## src/dac_cmd_pkg.sv

```systemverilog
package dac_cmd_pkg;

	// ==========================================================
	// frame geometry
	localparam int FRAME_BITS  = 16;
	localparam int MIN_EDGES   = 15;
	localparam int EDGE_CNT_W  = 5;
	localparam int NUM_CH      = 8;
	localparam int CODE_W      = 12;

	// ==========================================================
	// field positions inside the command word
	localparam int CMD_MSB     = 15;
	localparam int CMD_LSB     = 12;
	localparam int KIND_BIT    = 15;
	localparam int CH_MSB      = 14;
	localparam int CH_LSB      = 12;
	localparam int CODE_MSB    = 11;
	localparam int REG_HI_BIT  = 11;
	localparam int REG_LO_BIT  = 10;
	localparam int SEL_MSB     = 7;

	// ==========================================================
	// values after reset
	localparam logic [CODE_W-1:0]     CODE_RST  = 12'h000;
	localparam logic [FRAME_BITS-1:0] WORD_RST  = 16'h0000;
	localparam logic [EDGE_CNT_W-1:0] EDGES_RST = 5'h00;
	localparam logic                  MODE_RST  = 1'b0;
	localparam logic                  REG_RST   = 1'b0;
	localparam logic [7:0]            STAT_RST  = 8'h00;

	// regulator field encodings
	localparam logic [1:0] REGULATOR_OFF = 2'b00;
	localparam logic [1:0] REGULATOR_ON  = 2'b10;

	typedef enum logic [3:0] {
		CMD_REGISTER_ONLY = 4'b1000,
		CMD_WRITE_THROUGH = 4'b1001,
		CMD_UPDATE_SELECT = 4'b1010,
		CMD_CHANNEL_ONE   = 4'b1011,
		CMD_BROADCAST     = 4'b1100
	} cmd_e;

	typedef logic [NUM_CH-1:0][CODE_W-1:0] code_arr_t;

endpackage

```

## src/frame_if.sv

```systemverilog
`timescale 1ns/10ps

interface frame_if;
	import dac_cmd_pkg::*;

	logic [FRAME_BITS-1:0] word;
	logic                  valid;
	logic                  aborted;

	modport src (
		output word,
		output valid,
		output aborted
	);

	modport snk (
		input word,
		input valid,
		input aborted
	);

endinterface

```

## src/octal_dac_command_update_logic.sv

```systemverilog
`timescale 1ns/10ps

// Operation
// the top four word bits select the operation
// after reset, channel writes store codes but leave outputs alone
// bit 15 clear means channel write: index 14..12, code 11..0
// code 1001 enters write-through mode, which persists
// code 1000 returns to register-only mode, which persists
// host sends zero payload with either mode change command
// write-through channel writes load stored code and output together
// codes 1010, 1011, 1100 act the same in either mode
// special commands never change the current mode
// code 1010 loads outputs of selected channels from stored codes
// code 1010 bits 11..10: 00 regulator off, 10 on; 9..8 ignored
// code 1011 writes channel one and updates all outputs
// code 1100 writes all channels and updates all outputs
// sixteen bits msb first on sclk falls; executes on frame-select rise
// frame ended before the fifteenth falling edge is discarded
// reset clears shift register and all stored codes to zero
// code 1010 with no channel selected only sets the regulator
module octal_dac_command_update_logic (
	input  wire logic              clk,
	input  wire logic              srst,
	input  wire logic              sclk,
	input  wire logic              din,
	input  wire logic              sync_n,
	output dac_cmd_pkg::code_arr_t stored_code,
	output dac_cmd_pkg::code_arr_t output_code,
	output logic [7:0]             output_load,
	output logic [7:0]             output_valid,
	output logic                   write_through_mode,
	output logic                   regulator_enable,
	output dac_cmd_pkg::cmd_e      last_command,
	output logic                   command_done,
	output logic                   command_ignored,
	output logic                   frame_aborted,
	output logic [7:0]             accepted_count,
	output logic [7:0]             aborted_count
);
	import dac_cmd_pkg::*;

	// ==========================================================
	// declarations
	frame_if frm ();

	logic [3:0]        cmd_bits;
	logic              is_channel;
	logic [2:0]        ch_index;
	logic [CODE_W-1:0] payload;
	logic [1:0]        reg_field;
	logic [7:0]        sel_field;

	logic [NUM_CH-1:0] write_mask;
	logic [NUM_CH-1:0] load_mask;
	logic              next_mode;
	logic              next_regulator;
	logic              known;

	// ==========================================================
	// serial frame capture
	serial_frame_rx u_rx (
		.clk    (clk),
		.srst   (srst),
		.sclk   (sclk),
		.din    (din),
		.sync_n (sync_n),
		.frm    (frm)
	);

	// ==========================================================
	// field split
	assign cmd_bits   = frm.word[CMD_MSB:CMD_LSB];
	assign is_channel = ~frm.word[KIND_BIT];
	assign ch_index   = frm.word[CH_MSB:CH_LSB];
	assign payload    = frm.word[CODE_MSB:0];
	assign reg_field  = frm.word[REG_HI_BIT:REG_LO_BIT];
	assign sel_field  = frm.word[SEL_MSB:0];

	// ==========================================================
	// decode which registers and outputs change
	always_comb begin
		write_mask = '0;
		load_mask  = '0;
		known      = 1'b0;
		if (frm.valid) begin
			if (is_channel) begin
				known                = 1'b1;
				write_mask[ch_index] = 1'b1;
				// register-only mode leaves the output untouched
				if (write_through_mode) begin
					load_mask[ch_index] = 1'b1;
				end
			end else begin
				// special codes ignore the mode on purpose
				unique case (cmd_bits)
					CMD_REGISTER_ONLY: begin
						known = 1'b1;
					end
					CMD_WRITE_THROUGH: begin
						known = 1'b1;
					end
					CMD_UPDATE_SELECT: begin
						known     = 1'b1;
						// an all-zero select loads nothing
						load_mask = sel_field; // see R10
					end
					CMD_CHANNEL_ONE: begin
						known         = 1'b1;
						write_mask[0] = 1'b1;
						load_mask     = '1;
					end
					CMD_BROADCAST: begin
						known      = 1'b1;
						write_mask = '1;
						load_mask  = '1;
					end
					default: begin
						// power-down codes are not handled here
						known = 1'b0;
					end
				endcase
			end
		end
	end

	// ==========================================================
	// mode and regulator next values
	always_comb begin
		next_mode = write_through_mode;
		if (frm.valid && !is_channel) begin
			// payload of a mode change is not checked; the host owes zeros
			if (cmd_bits == CMD_WRITE_THROUGH) begin
				next_mode = 1'b1;
			end else if (cmd_bits == CMD_REGISTER_ONLY) begin
				next_mode = 1'b0;
			end
		end
	end

	always_comb begin
		next_regulator = regulator_enable;
		if (frm.valid && !is_channel && cmd_bits == CMD_UPDATE_SELECT) begin
			// other field values keep the present setting
			if (reg_field == REGULATOR_ON) begin
				next_regulator = 1'b1;
			end else if (reg_field == REGULATOR_OFF) begin
				next_regulator = 1'b0;
			end
		end
	end

	// ==========================================================
	// operating mode
	always_ff @(posedge clk) begin
		if (srst) begin
			write_through_mode <= MODE_RST;
		end else begin
			// special commands fall through unchanged
			write_through_mode <= next_mode;
		end
	end

	// ==========================================================
	// regulator control
	always_ff @(posedge clk) begin
		if (srst) begin
			regulator_enable <= REG_RST;
		end else begin
			regulator_enable <= next_regulator;
		end
	end

	// ==========================================================
	// stored channel codes
	always_ff @(posedge clk) begin
		if (srst) begin
			for (int i = 0; i < NUM_CH; i++) begin
				stored_code[i] <= CODE_RST;
			end
		end else begin
			for (int i = 0; i < NUM_CH; i++) begin
				if (write_mask[i]) begin
					stored_code[i] <= payload;
				end
			end
		end
	end

	// ==========================================================
	// output codes
	// a channel written in the same frame loads the new payload,
	// others load what was stored before the frame
	always_ff @(posedge clk) begin
		if (srst) begin
			for (int i = 0; i < NUM_CH; i++) begin
				output_code[i] <= CODE_RST;
			end
		end else begin
			for (int i = 0; i < NUM_CH; i++) begin
				if (load_mask[i]) begin
					if (write_mask[i]) begin
						output_code[i] <= payload; // see R7
					end else begin
						output_code[i] <= stored_code[i];
					end
				end
			end
		end
	end

	// one-cycle load pulse per channel, in step with output_code
	always_ff @(posedge clk) begin
		if (srst) begin
			output_load <= '0;
		end else begin
			output_load <= load_mask;
		end
	end

	// ==========================================================
	// output valid flags: set once a channel output has been loaded
	always_ff @(posedge clk) begin
		if (srst) begin
			output_valid <= '0;
		end else begin
			output_valid <= output_valid | load_mask;
		end
	end

	// ==========================================================
	// command status
	always_ff @(posedge clk) begin
		if (srst) begin
			command_done    <= 1'b0;
			command_ignored <= 1'b0;
			frame_aborted   <= 1'b0;
		end else begin
			command_done    <= frm.valid && known;
			command_ignored <= frm.valid && !known;
			frame_aborted   <= frm.aborted;
		end
	end

	// last executed command code; channel writes record their top bits
	always_ff @(posedge clk) begin
		if (srst) begin
			last_command <= CMD_REGISTER_ONLY;
		end else if (frm.valid && known) begin
			last_command <= cmd_e'(cmd_bits);
		end
	end

	// ==========================================================
	// frame counters; they wrap, software compares differences
	always_ff @(posedge clk) begin
		if (srst) begin
			accepted_count <= STAT_RST;
		end else if (frm.valid) begin
			accepted_count <= accepted_count + 8'h01;
		end
	end

	always_ff @(posedge clk) begin
		if (srst) begin
			aborted_count <= STAT_RST;
		end else if (frm.aborted) begin
			aborted_count <= aborted_count + 8'h01;
		end
	end

endmodule

```

## src/serial_frame_rx.sv

```systemverilog
`timescale 1ns/10ps

module serial_frame_rx (
	input  wire logic clk,
	input  wire logic srst,
	input  wire logic sclk,
	input  wire logic din,
	input  wire logic sync_n,
	frame_if.src      frm
);
	import dac_cmd_pkg::*;

	logic                  sclk_meta, sclk_s, sclk_d;
	logic                  din_meta, din_s;
	logic                  sync_meta, sync_s, sync_d;
	logic [FRAME_BITS-1:0] shift;
	logic [EDGE_CNT_W-1:0] edges;
	logic                  sclk_fall;
	logic                  sync_rise;

	// ==========================================================
	// pin synchronisers; first stages feed only second stages
	always_ff @(posedge clk) begin
		sclk_meta <= sclk;
		sclk_s    <= sclk_meta;
		sclk_d    <= sclk_s;
		din_meta  <= din;
		din_s     <= din_meta;
		sync_meta <= sync_n;
		sync_s    <= sync_meta;
		sync_d    <= sync_s;
	end

	// din and sclk share the same delay, so din is sampled in step
	assign sclk_fall = sclk_d & ~sclk_s & ~sync_s;
	assign sync_rise = ~sync_d & sync_s;

	// ==========================================================
	// shift register, msb first
	always_ff @(posedge clk) begin
		if (srst) begin
			shift <= WORD_RST;
		end else if (sclk_fall) begin
			shift <= {shift[FRAME_BITS-2:0], din_s};
		end
	end

	// edge count saturates so long frames cannot wrap into aborts
	always_ff @(posedge clk) begin
		if (srst || sync_rise) begin
			edges <= EDGES_RST;
		end else if (sclk_fall && edges != 5'h1f) begin
			edges <= edges + 5'h01;
		end
	end

	// ==========================================================
	// frame end: execute or discard
	always_ff @(posedge clk) begin
		if (srst) begin
			frm.valid   <= 1'b0;
			frm.aborted <= 1'b0;
			frm.word    <= WORD_RST;
		end else begin
			frm.valid   <= sync_rise && edges >= EDGE_CNT_W'(MIN_EDGES);
			frm.aborted <= sync_rise && edges < EDGE_CNT_W'(MIN_EDGES);
			if (sync_rise) begin
				frm.word <= shift;
			end
		end
	end

endmodule
```

## config.mk

```make
export PLATFORM = sky130hd
export DESIGN_NAME = octal_dac_command_update_logic
export DESIGN_NICKNAME = d
export VERILOG_FILES = /design/src/dac_cmd_pkg.sv /design/src/frame_if.sv /design/src/octal_dac_command_update_logic.sv /design/src/serial_frame_rx.sv
export SDC_FILE = /design/constraint.sdc
export NUM_CORES = 1
export LEC_CHECK = 0
export BUFFER_PORTS_ARGS = -buffer_cell sky130_fd_sc_hd__buf_4
export CAP_MARGIN = 20
export CORE_ASPECT_RATIO = 0.6
export CORE_MARGIN = 1.5
export CORE_UTILIZATION = 60
export CTS_BUF_LIST = sky130_fd_sc_hd__clkbuf_8
export DETAILED_ROUTE_END_ITERATION = 6
export GPL_TIMING_DRIVEN = 0
export PLACE_DENSITY_LB_ADDON = 0.2
export SLEW_MARGIN = 20
export SYNTH_ARGS = -nofsm -noshare
export SYNTH_HDL_FRONTEND = slang
export SYNTH_SLANG_ARGS = --single-unit
```

## constraint.sdc

```tcl
create_clock -name clk -period 3.2 [get_ports clk]
set_input_delay 0.32 -clock clk [delete_from_list [all_inputs] [get_ports clk]]
set_output_delay 0.32 -clock clk [all_outputs]
set_load 0.1 [all_outputs]
```

==> flow_summary.json, run 1 <==
{
  "outcome": "complete, no violations",
  "drv_cap": 0,
  "synth.distinct_cells": 64,
  "grt_use_total_pct": 34.6,
  "worstPathArrival_ns": 2.77,
  "rsz0062_at_grt": "false",
  "cts_max_level": 2,
  "antenna_found_initial": 0,
  "setup_viol": 0,
  "fillerInstances": 1142,
  "syn_inst": 1040,
  "vias_per_cell": 5.89,
  "multi_input_area_mm2": 0.00438,
  "fin_crit_ns": 2.35,
  "skew_ns": 0.0227,
  "async_flop_share_pct": 0,
  "cts_sinks": 280,
  "cts_setup_buffers": 0,
  "num_antenna_cells": 0,
  "ys_seq_elements": 280,
  "detail_route.wl_per_cell_um": 20.6,
  "path_class": "reg -> reg",
  "via_count": 9322,
  "crit_fanout": 10,
  "grt_pass1_vias": 8809,
  "clk_path_buf_depth": 3,
  "crit_path_end_kind": "flip-flop",
  "clockRootBuffer": "clkbuf_8",
  "grt_max_degree": 11,
  "antenna_left": 0,
  "p_leak_uw": 0.00580,
  "seqCellArea_mm2": 0.00561,
  "startpoint_type": "flip-flop",
  "synth-main-ff-cell": "dfxtp_1",
  "synthesis.area_mm2": 0.0106,
  "start_util_pct": 61.5,
  "drc": 0,
  "required_ns": 3.62,
  "seq_area_frac_synth_pct": 53.0,
  "ir_worst_vdd_uv": 341,
  "synth_top_area_cell": "dfxtp_1",
  "ios": 238,
  "cts-buffers-inserted": 39,
  "clkSlewWorstSetupHoldPaths_ns": 0.07,
  "worstSkewPairLatency_ns": 0.53,
  "die_height_um": 106,
  "hpwl_um": 22400,
  "final_net_count": 1330,
  "postCtsHoldBufs": 3,
  "cts_resized": 0,
  "drt-pass1-iter-count": 5,
  "final_cell_mix": "dfxtp_1, buf_4, nor2_1, mux2i_1, a21oi_1",
  "setup_tns_ns": 0,
  "finalHoldViolCount": 0,
  "p_per_area_mw_per_mm2": 475,
  "total_power_uw": 6390,
  "cts_tree": "built",
  "fmax_ghz": 0.426,
  "drive_above_1_share_pct": 28.9,
  "rows": 37,
  "hold_path_depth": 0,
  "final_common_cell": "dfxtp_1",
  "synthTopCellsByArea": "dfxtp_1, mux2i_1, nor2_1",
  "synth_top_area_share_pct": 53.0,
  "worstMarginPinSlew_ns": 0.959,
  "synth-edff-count": 0,
  "port-buffer-count": 236,
  "wirelength_um": 32700,
  "holdCritPathClass": "reg -> reg",
  "period_share_pct": 73.4,
  "core_mm2": 0.0172,
  "drt-initial-drc-count": 759,
  "ff2ff_path_depth": 7,
  "area_growth_pct": 27.3,
  "ys_warn_count": 0,
  "syn-num-nets": 1050,
  "grt_pass1_wl_um": 49400,
  "slew_headroom_pct": 36.1,
  "syn_area_per_cell_um2": 10.2,
  "place.gp.congestion": 0.948,
  "drv_slew": 0,
  "gr-total-overflow": 0,
  "die-area_mm2": 0.0184,
  "fp.dieW_um": 174
}
## critical path: stages, from the launching register on
cell      delay, ns
dfxtp_1        0.36
buf_2          0.24
buf_2          0.30
nand2_1        0.27
o21ai_2        0.23
clkbuf_1       0.44
a21oi_1        0.14
a311oi_1       0.26
## cells by family (layout without fill, tap and decap cells)
| group | count (synthesis) | after routing | synth area share (%) |
|---|---|---|---|
| AOI/OAI and AO/OA | 255 | 255 | 18.0 |
| xor gates and xnor gates | 15 | 15 | 1.24 |
| adders and majority gates | 5 | 5 | 0.592 |
| buffers and inverters | 119 | 428 | 5.54 |
| DFF | 280 | 280 | 53.0 |
| muxes | 102 | 102 | 9.66 |
| and+or+nand+nor | 264 | 264 | 11.9 |
## flip-flops by register name (all words and copies together), names as in the netlist, 4 cells and up
name            flops
u_rx.edges          5
output_load         8
last_command        4
output_valid        8
u_rx.frm.word      16
u_rx.shift         16
accepted_count      8
aborted_count       8
output_code        96
stored_code        96
## where the power goes
part / switching (uW) / total [uW] / internal, uW
registers: 6.52 / 3500 / 3490
clock network: 1320 / 2750 / 1430
logic: 112 / 140 / 28.2
total: 1440 / 6390 / 4950
## layer usage
layer | global-route usage, % | routed length, um | vias up
met1 | 47.1 | 14000 | 4491
met4 | 11.9 | 1000 | 0
met5 | 0 | 0 | -
li1 | - | - | 4267
met3 | 11.9 | 3910 | 83
met2 | 51.1 | 13800 | 481
## layout make-up
type                            count  area share, %
Tap cell                          234           2.18
Clock buffer                       51           5.22
Buffer                            101           3.85
Clock inverter                     19          0.586
Timing Repair Buffer              239           13.4
Multi-Input combinational cell    641           32.6
Sequential cell                   280           41.7
Inverter                           18          0.502
## cell usage after synthesis, types with 8 or more instances
| library cell | number |
|---|---|
| inv_1 | 18 |
| a311oi_2 | 12 |
| buf_2 | 30 |
| o221a_2 | 12 |
| a21oi_1 | 90 |
| clkbuf_1 | 50 |
| nor2_1 | 137 |
| a31oi_1 | 12 |
| a311oi_1 | 12 |
| xor2_1 | 10 |
| mux2i_1 | 102 |
| nor2b_1 | 8 |
| o21ai_0 | 8 |
| buf_4 | 10 |
| a22o_1 | 14 |
| a211oi_1 | 67 |
| nor3_1 | 15 |
| nand2_1 | 49 |
| dfxtp_1 | 280 |
## worst paths after layout
kind	startpoint	endpoint	slack, ns
max	u_rx.frm.word[15]	output_code[55]	0.85
min	u_rx.sclk_meta	u_rx.sclk_s	0.33
max reg2reg	u_rx.frm.word[15]	output_code[55]	0.85
min reg2reg	u_rx.sclk_meta	u_rx.sclk_s	0.33
## per-stage QoR
stage               util, %  instances  instance area (um^2)  hold slack [ns]  setup WS, ns
floorplan                 -       1040                 10600            0.310         0.947
global placement       73.5       1510                 12600            0.312         0.935
detailed placement     73.5       1510                 12600            0.313         0.884
CTS                    78.3       1583                 13400            0.328         0.820
global route           78.3       1583                 13400            0.336         0.776
finish                 78.3       1583                 13400            0.327         0.851
(Power assumes the default switching activity.)
==> run 2: changes to the inputs <==
--- a/config.mk
+++ b/config.mk
@@ -5,11 +5,12 @@
 export SDC_FILE = /design/constraint.sdc
 export NUM_CORES = 1
 export LEC_CHECK = 0
+export ABC_AREA = 1
 export BUFFER_PORTS_ARGS = -buffer_cell sky130_fd_sc_hd__buf_4
 export CAP_MARGIN = 20
 export CORE_ASPECT_RATIO = 0.6
 export CORE_MARGIN = 1.5
-export CORE_UTILIZATION = 60
+export CORE_UTILIZATION = 56
 export CTS_BUF_LIST = sky130_fd_sc_hd__clkbuf_8
 export DETAILED_ROUTE_END_ITERATION = 6
 export GPL_TIMING_DRIVEN = 0
==> constraint.sdc (replaced) <==
create_clock -name clk -period 2.2 [get_ports clk]
set_input_delay 0.22 -clock clk [delete_from_list [all_inputs] [get_ports clk]]
set_output_delay 0.22 -clock clk [all_outputs]
set_load 0.1 [all_outputs]
==> run 2 against run 1 <==
Critical path depth is the same. Wire length grew 8.0%. First-iteration DRC count grew 47%. Combinational power grew 120%. Maximum frequency grew 14%. Global-route usage shrank 1.0 points. Die area grew 13%. Critical path type unchanged. Highest routed layer unchanged.
==> flow_summary.json, run 2 <==
{
  "fin_util_pct": 73.0,
  "p_per_area_mw_per_mm2": 669,
  "grt_pass1_vias": 10200,
  "wirelength_um": 35300,
  "port-buffer-count": 236,
  "path_class": "reg -> reg",
  "grt_pass1_wl_um": 54400,
  "outcome": "complete, no violations",
  "rsz0062_at_grt": "false",
  "hpwl_um": 25300,
  "cpMaxStageDelayCell": "clkbuf_1",
  "cpPeakStageDelay_ns": 0.68,
  "vias_per_cell": 5.32,
  "cts_tree": "built",
  "final_common_cell": "nand2_1",
  "seq_area_frac_synth_pct": 50.1,
  "worstPathArrival_ns": 2.48,
  "holdCritPathClass": "reg -> reg",
  "drc": 0,
  "setup_viol": 0,
  "p_leak_uw": 0.00702,
  "required_ns": 2.62,
  "final_net_count": 1835,
  "drv_cap": 0,
  "drive_above_1_share_pct": 19.4,
  "crit_path_end_kind": "flip-flop",
  "slew_headroom_pct": 33.5,
  "syn-num-nets": 1554,
  "async_flop_share_pct": 0,
  "fp.dieW_um": 185,
  "final_cell_mix": "nand2_1, dfxtp_1, buf_4, nor2_1, inv_1",
  "antenna_found_initial": 0,
  "ys_warn_count": 0,
  "synth-edff-count": 0,
  "antenna_left": 0,
  "cts-buffers-inserted": 41,
  "start_util_pct": 58.0,
  "synth_top_area_cell": "dfxtp_1",
  "grt_max_degree": 11,
  "drt-pass1-iter-count": 5,
  "syn_inst": 1544,
  "setup_tns_ns": 0,
  "rows": 39,
  "die-area_mm2": 0.0209,
  "syn_area_per_cell_um2": 7.24,
  "synth-main-ff-cell": "dfxtp_1",
  "period_share_pct": 93.5,
  "startpoint_type": "flip-flop",
  "synthTopCellsByCount": "nand2_1, dfxtp_1, nor2_1",
  "num_antenna_cells": 0,
  "via_count": 11200,
  "synthTopCellsByArea": "dfxtp_1, nand2_1, nor2_1",
  "fmax_ghz": 0.486,
  "fin_crit_ns": 2.06,
  "synthesis.area_mm2": 0.0112,
  "top_regs": "output_code x96, stored_code x96",
  "drt-initial-drc-count": 1117,
  "crit_fanout": 10,
  "cts_setup_buffers": 0,
  "skew_ns": 0.0224,
  "clockRootBuffer": "clkbuf_8",
  "detail_route.wl_per_cell_um": 16.7,
  "place.gp.congestion": 0.877,
  "worstSkewPairLatency_ns": 0.53,
  "synth_top_area_share_pct": 50.1,
  "finalHoldViolCount": 0,
  "ios": 238,
  "gr-total-overflow": 0,
  "clk_path_buf_depth": 3,
  "ir_worst_vdd_uv": 407,
  "ys_seq_elements": 280,
  "drv_slew": 0,
  "grt_use_total_pct": 33.6,
  "path_cells": "clkbuf_1 -> nand3_1 -> nand3_1 -> nand2_2 -> buf_2 -> nor2_1 -> nor2_1",
  "core_mm2": 0.0193,
  "die_height_um": 112,
  "area_growth_pct": 25.7,
  "cts_sinks": 280,
  "worstMarginPinSlew_ns": 0.998,
  "clkSlewWorstSetupHoldPaths_ns": 0.06,
  "cts_max_level": 2,
  "synth.distinct_cells": 30,
  "synthMostInstantiatedCell": "nand2_1"
}
## run 2: where the power goes
group / leakage (uW) / internal (uW) / switching (uW) / total (uW)
combinational: 0.00434 / 60.4 / 248 / 308
sequential: 0.00226 / 5100 / 19.1 / 5120
clock: 0.000422 / 2060 / 1920 / 3980
total: 0.00702 / 7220 / 2190 / 9410
## run 2: layout make-up
type	instances	area [um^2]
Tap cell	266	333
Inverter	151	567
Buffer	101	510
Sequential cell	280	5610
Multi-Input combinational cell	1011	4500
Fill cell	1547	5210
Timing Repair Buffer	239	1800
Clock inverter	11	43.8
Clock buffer	51	702
## run 2: critical path: cells and delay by family, from the launching register on
kind | cells | cell delay [ns]
AND/OR/NAND/NOR | 5 | 0.74
flip-flops | 1 | 0.30
buffers and inverters | 2 | 0.90
## run 2: through the flow
step,hold WS (ns),total power [uW],instances,instance area (um^2),setup slack (ns)
floorplan,0.248,5420,1544,11200,0.116
global placement,0.312,5520,2046,13300,0.120
detailed placement,0.312,5530,2046,13300,0.121
CTS,0.326,9420,2111,14100,0.133
global route,0.332,9680,2110,14100,0.0792
finish,0.325,9410,2110,14100,0.143
## run 2: timing repair
action,in CTS,in global routing
endpoints found under the hold margin,3,0
hold buffers,3,0
resized for setup,0,0
setup endpoints to repair,0,3
## run 2: per-layer routing
metal  global-route usage, %  vias to the layer above  part of all wire [%]
met5                       0                        -                     0
met4                    11.0                        0                   2.6
met3                    7.75                       88                    12
met2                    49.0                      596                    41
met1                    48.8                     5102                    45
li1                        -                     5442                     -
## run 2: final timing paths
path	to	slack, ns	startpoint	depth (start not counted)
setup reg to reg	output_code[17]	0.14	u_rx.frm.word[1]	7
setup / recovery	output_code[17]	0.14	u_rx.frm.word[1]	7
hold / removal	u_rx.din_s	0.33	u_rx.din_meta	0
hold reg to reg	u_rx.din_s	0.33	u_rx.din_meta	0
## run 2: cell families (layout without fill, tap and decap cells)
family	Yosys count	after routing	share of synthesized area, %
simple gates	795	795	29.5
flops	280	280	50.1
buf+inv	253	553	9.66
compound gates	211	211	10.2
fa+ha+maj	5	5	0.559
==> run 3: changes to the inputs <==
--- a/config.mk
+++ b/config.mk
@@ -15,6 +15,7 @@
 export DETAILED_ROUTE_END_ITERATION = 6
 export GPL_TIMING_DRIVEN = 0
 export PLACE_DENSITY_LB_ADDON = 0.2
+export RECOVER_POWER = 100
 export SLEW_MARGIN = 20
 export SYNTH_ARGS = -nofsm -noshare
 export SYNTH_HDL_FRONTEND = slang
==> run 3 against run 2 <==
Utilization shrank 3.1 points. Non-clock buffer count is the same. Global-route usage is the same. Final area shrank 4.2%. Sequential share of layout area grew 1.8 points. Register-to-register slack lost 0.02 ns. Wire length shrank 0.50%. Flip-flop and latch count is the same. Via count shrank 0.17%. Critical endpoint is now output_code[19]. Largest cell class unchanged.
==> flow_summary.json, run 3 (synthesis results as in run 2) <==
{
  "outcome": "complete, no violations",
  "ios": 238,
  "period_share_pct": 94.4,
  "finalHoldViolCount": 0,
  "clockRootBuffer": "clkbuf_8",
  "final_net_count": 1835,
  "cts_max_level": 2,
  "final_cell_mix": "nand2_1, dfxtp_1, nor2_1, clkbuf_2, inv_1",
  "cts_sinks": 280,
  "detail_route.wl_per_cell_um": 16.6,
  "startpoint_type": "flip-flop",
  "fmax_ghz": 0.481,
  "p_per_area_mw_per_mm2": 698,
  "worstPathArrival_ns": 2.55,
  "via_count": 11200,
  "cts-buffers-inserted": 41,
  "hpwl_um": 25300,
  "clkSlewWorstSetupHoldPaths_ns": 0.06,
  "grt_util_met1_pct": 48.8,
  "gr-total-overflow": 0,
  "slew_headroom_pct": 36.6,
  "rows": 39,
  "skew_ns": 0.0217,
  "num_antenna_cells": 0,
  "cts_tree": "built",
  "pre_cts_ws_ns": 0.121,
  "core_mm2": 0.0193,
  "crit_path_end_kind": "flip-flop",
  "worstSkewPairLatency_ns": 0.53,
  "crit_fanout": 10,
  "clk_path_buf_depth": 3,
  "required_ns": 2.67,
  "start_util_pct": 58.0,
  "path_cells": "clkbuf_1 -> nand3_1 -> nand3_1 -> nand2_2 -> clkbuf_2 -> nand2_1 -> nand2_1 -> nor2_1",
  "cpPeakStageDelay_ns": 0.66,
  "grt_max_degree": 11,
  "setup_tns_ns": 0,
  "drt-initial-drc-count": 1016,
  "vias_per_cell": 5.31,
  "grt_pass1_wl_um": 54400,
  "ir_worst_vdd_uv": 407,
  "use_met2_pct": 49.0,
  "port-buffer-count": 236,
  "worstMarginPinSlew_ns": 0.952,
  "area_growth_pct": 20.4,
  "drt-pass1-iter-count": 5,
  "grt_use_total_pct": 33.6,
  "rsz0062_at_grt": "false",
  "setup_viol": 0,
  "final_common_cell": "nand2_1",
  "top_regs": "output_code x96, stored_code x96",
  "drc": 0,
  "place.gp.congestion": 0.877,
  "met3_usage_pct": 7.75,
  "drv_slew": 0,
  "grt_pass1_vias": 10200,
  "drive_above_1_share_pct": 19.1,
  "cpMaxStageDelayCell": "clkbuf_1",
  "die-area_mm2": 0.0209,
  "wirelength_um": 35100,
  "fin_crit_ns": 2.08,
  "layout_setup_ws_ns": 0.122,
  "holdCritPathClass": "reg -> reg",
  "drv_cap": 0,
  "antenna_left": 0,
  "fp.dieW_um": 185,
  "die_height_um": 112,
  "antenna_found_initial": 0,
  "busiest_layer": "met2",
  "p_leak_uw": 0.00683,
  "path_class": "reg -> reg"
}
[run 3: path summary, 6_finish.rpt]
path,startpoint,end,depth (start not counted),slack (ns)
hold / removal,u_rx.din_meta,u_rx.din_s,0,0.33
hold reg to reg,u_rx.din_meta,u_rx.din_s,0,0.33
setup / recovery,u_rx.frm.word[1],output_code[19],8,0.12
setup reg to reg,u_rx.frm.word[1],output_code[19],8,0.12
[run 3: per-stage QoR]
step | instance area (um^2) | utilization (%) | instances | power, uW | hold WS, ns
final | 13500 | 69.9 | 2110 | 9400 | 0.325
after global routing | 13500 | 69.9 | 2110 | 9670 | 0.332
after CTS | 14100 | 73.0 | 2111 | 9420 | 0.326
after detailed placement | 13300 | 69.0 | 2046 | 5530 | 0.312
after global placement | 13300 | 69.0 | 2046 | 5520 | 0.312
after floorplan | 11200 | - | 1544 | 5420 | 0.248
[run 3: worst max-delay path: cells and delay by family (launching register included)]
kind / cells / cell delay [ns]
simple gates: 6 / 0.82
buf+inv: 2 / 0.91
flops: 1 / 0.30
[run 3: repair_timing]
action                                  in CTS  in global routing
endpoints found under the hold margin        3                  0
buffers inserted                             0                  0
endpoints found under the setup margin       0                  3
resized for setup                            0                  0
hold buffers                                 3                  0
[run 3: final cells by class]
cell class | count | area [um^2]
Clock buffer | 51 | 702
Tap cell | 266 | 333
Timing Repair Buffer | 239 | 1220
Fill cell | 1725 | 5810
Sequential cell | 280 | 5610
Multi-Input combinational cell | 1011 | 4490
Inverter | 151 | 567
Clock inverter | 11 | 43.8
Buffer | 101 | 507
[run 3: where the power goes]
group | internal, uW | leakage (uW) | switching [uW]
Sequential | 5100 | 0.00226 | 18.9
Combinational | 57.7 | 0.00415 | 247
Clock | 2060 | 0.000422 | 1920
Total | 7220 | 0.00683 | 2180
[run 3: routing by layer]
metal  vias to the layer above  routed length, um
li1                       5446                  -
met1                      5126              15800
met2                       557              14500
met3                        80               3970
met4                         0                794
met5                         -                  0
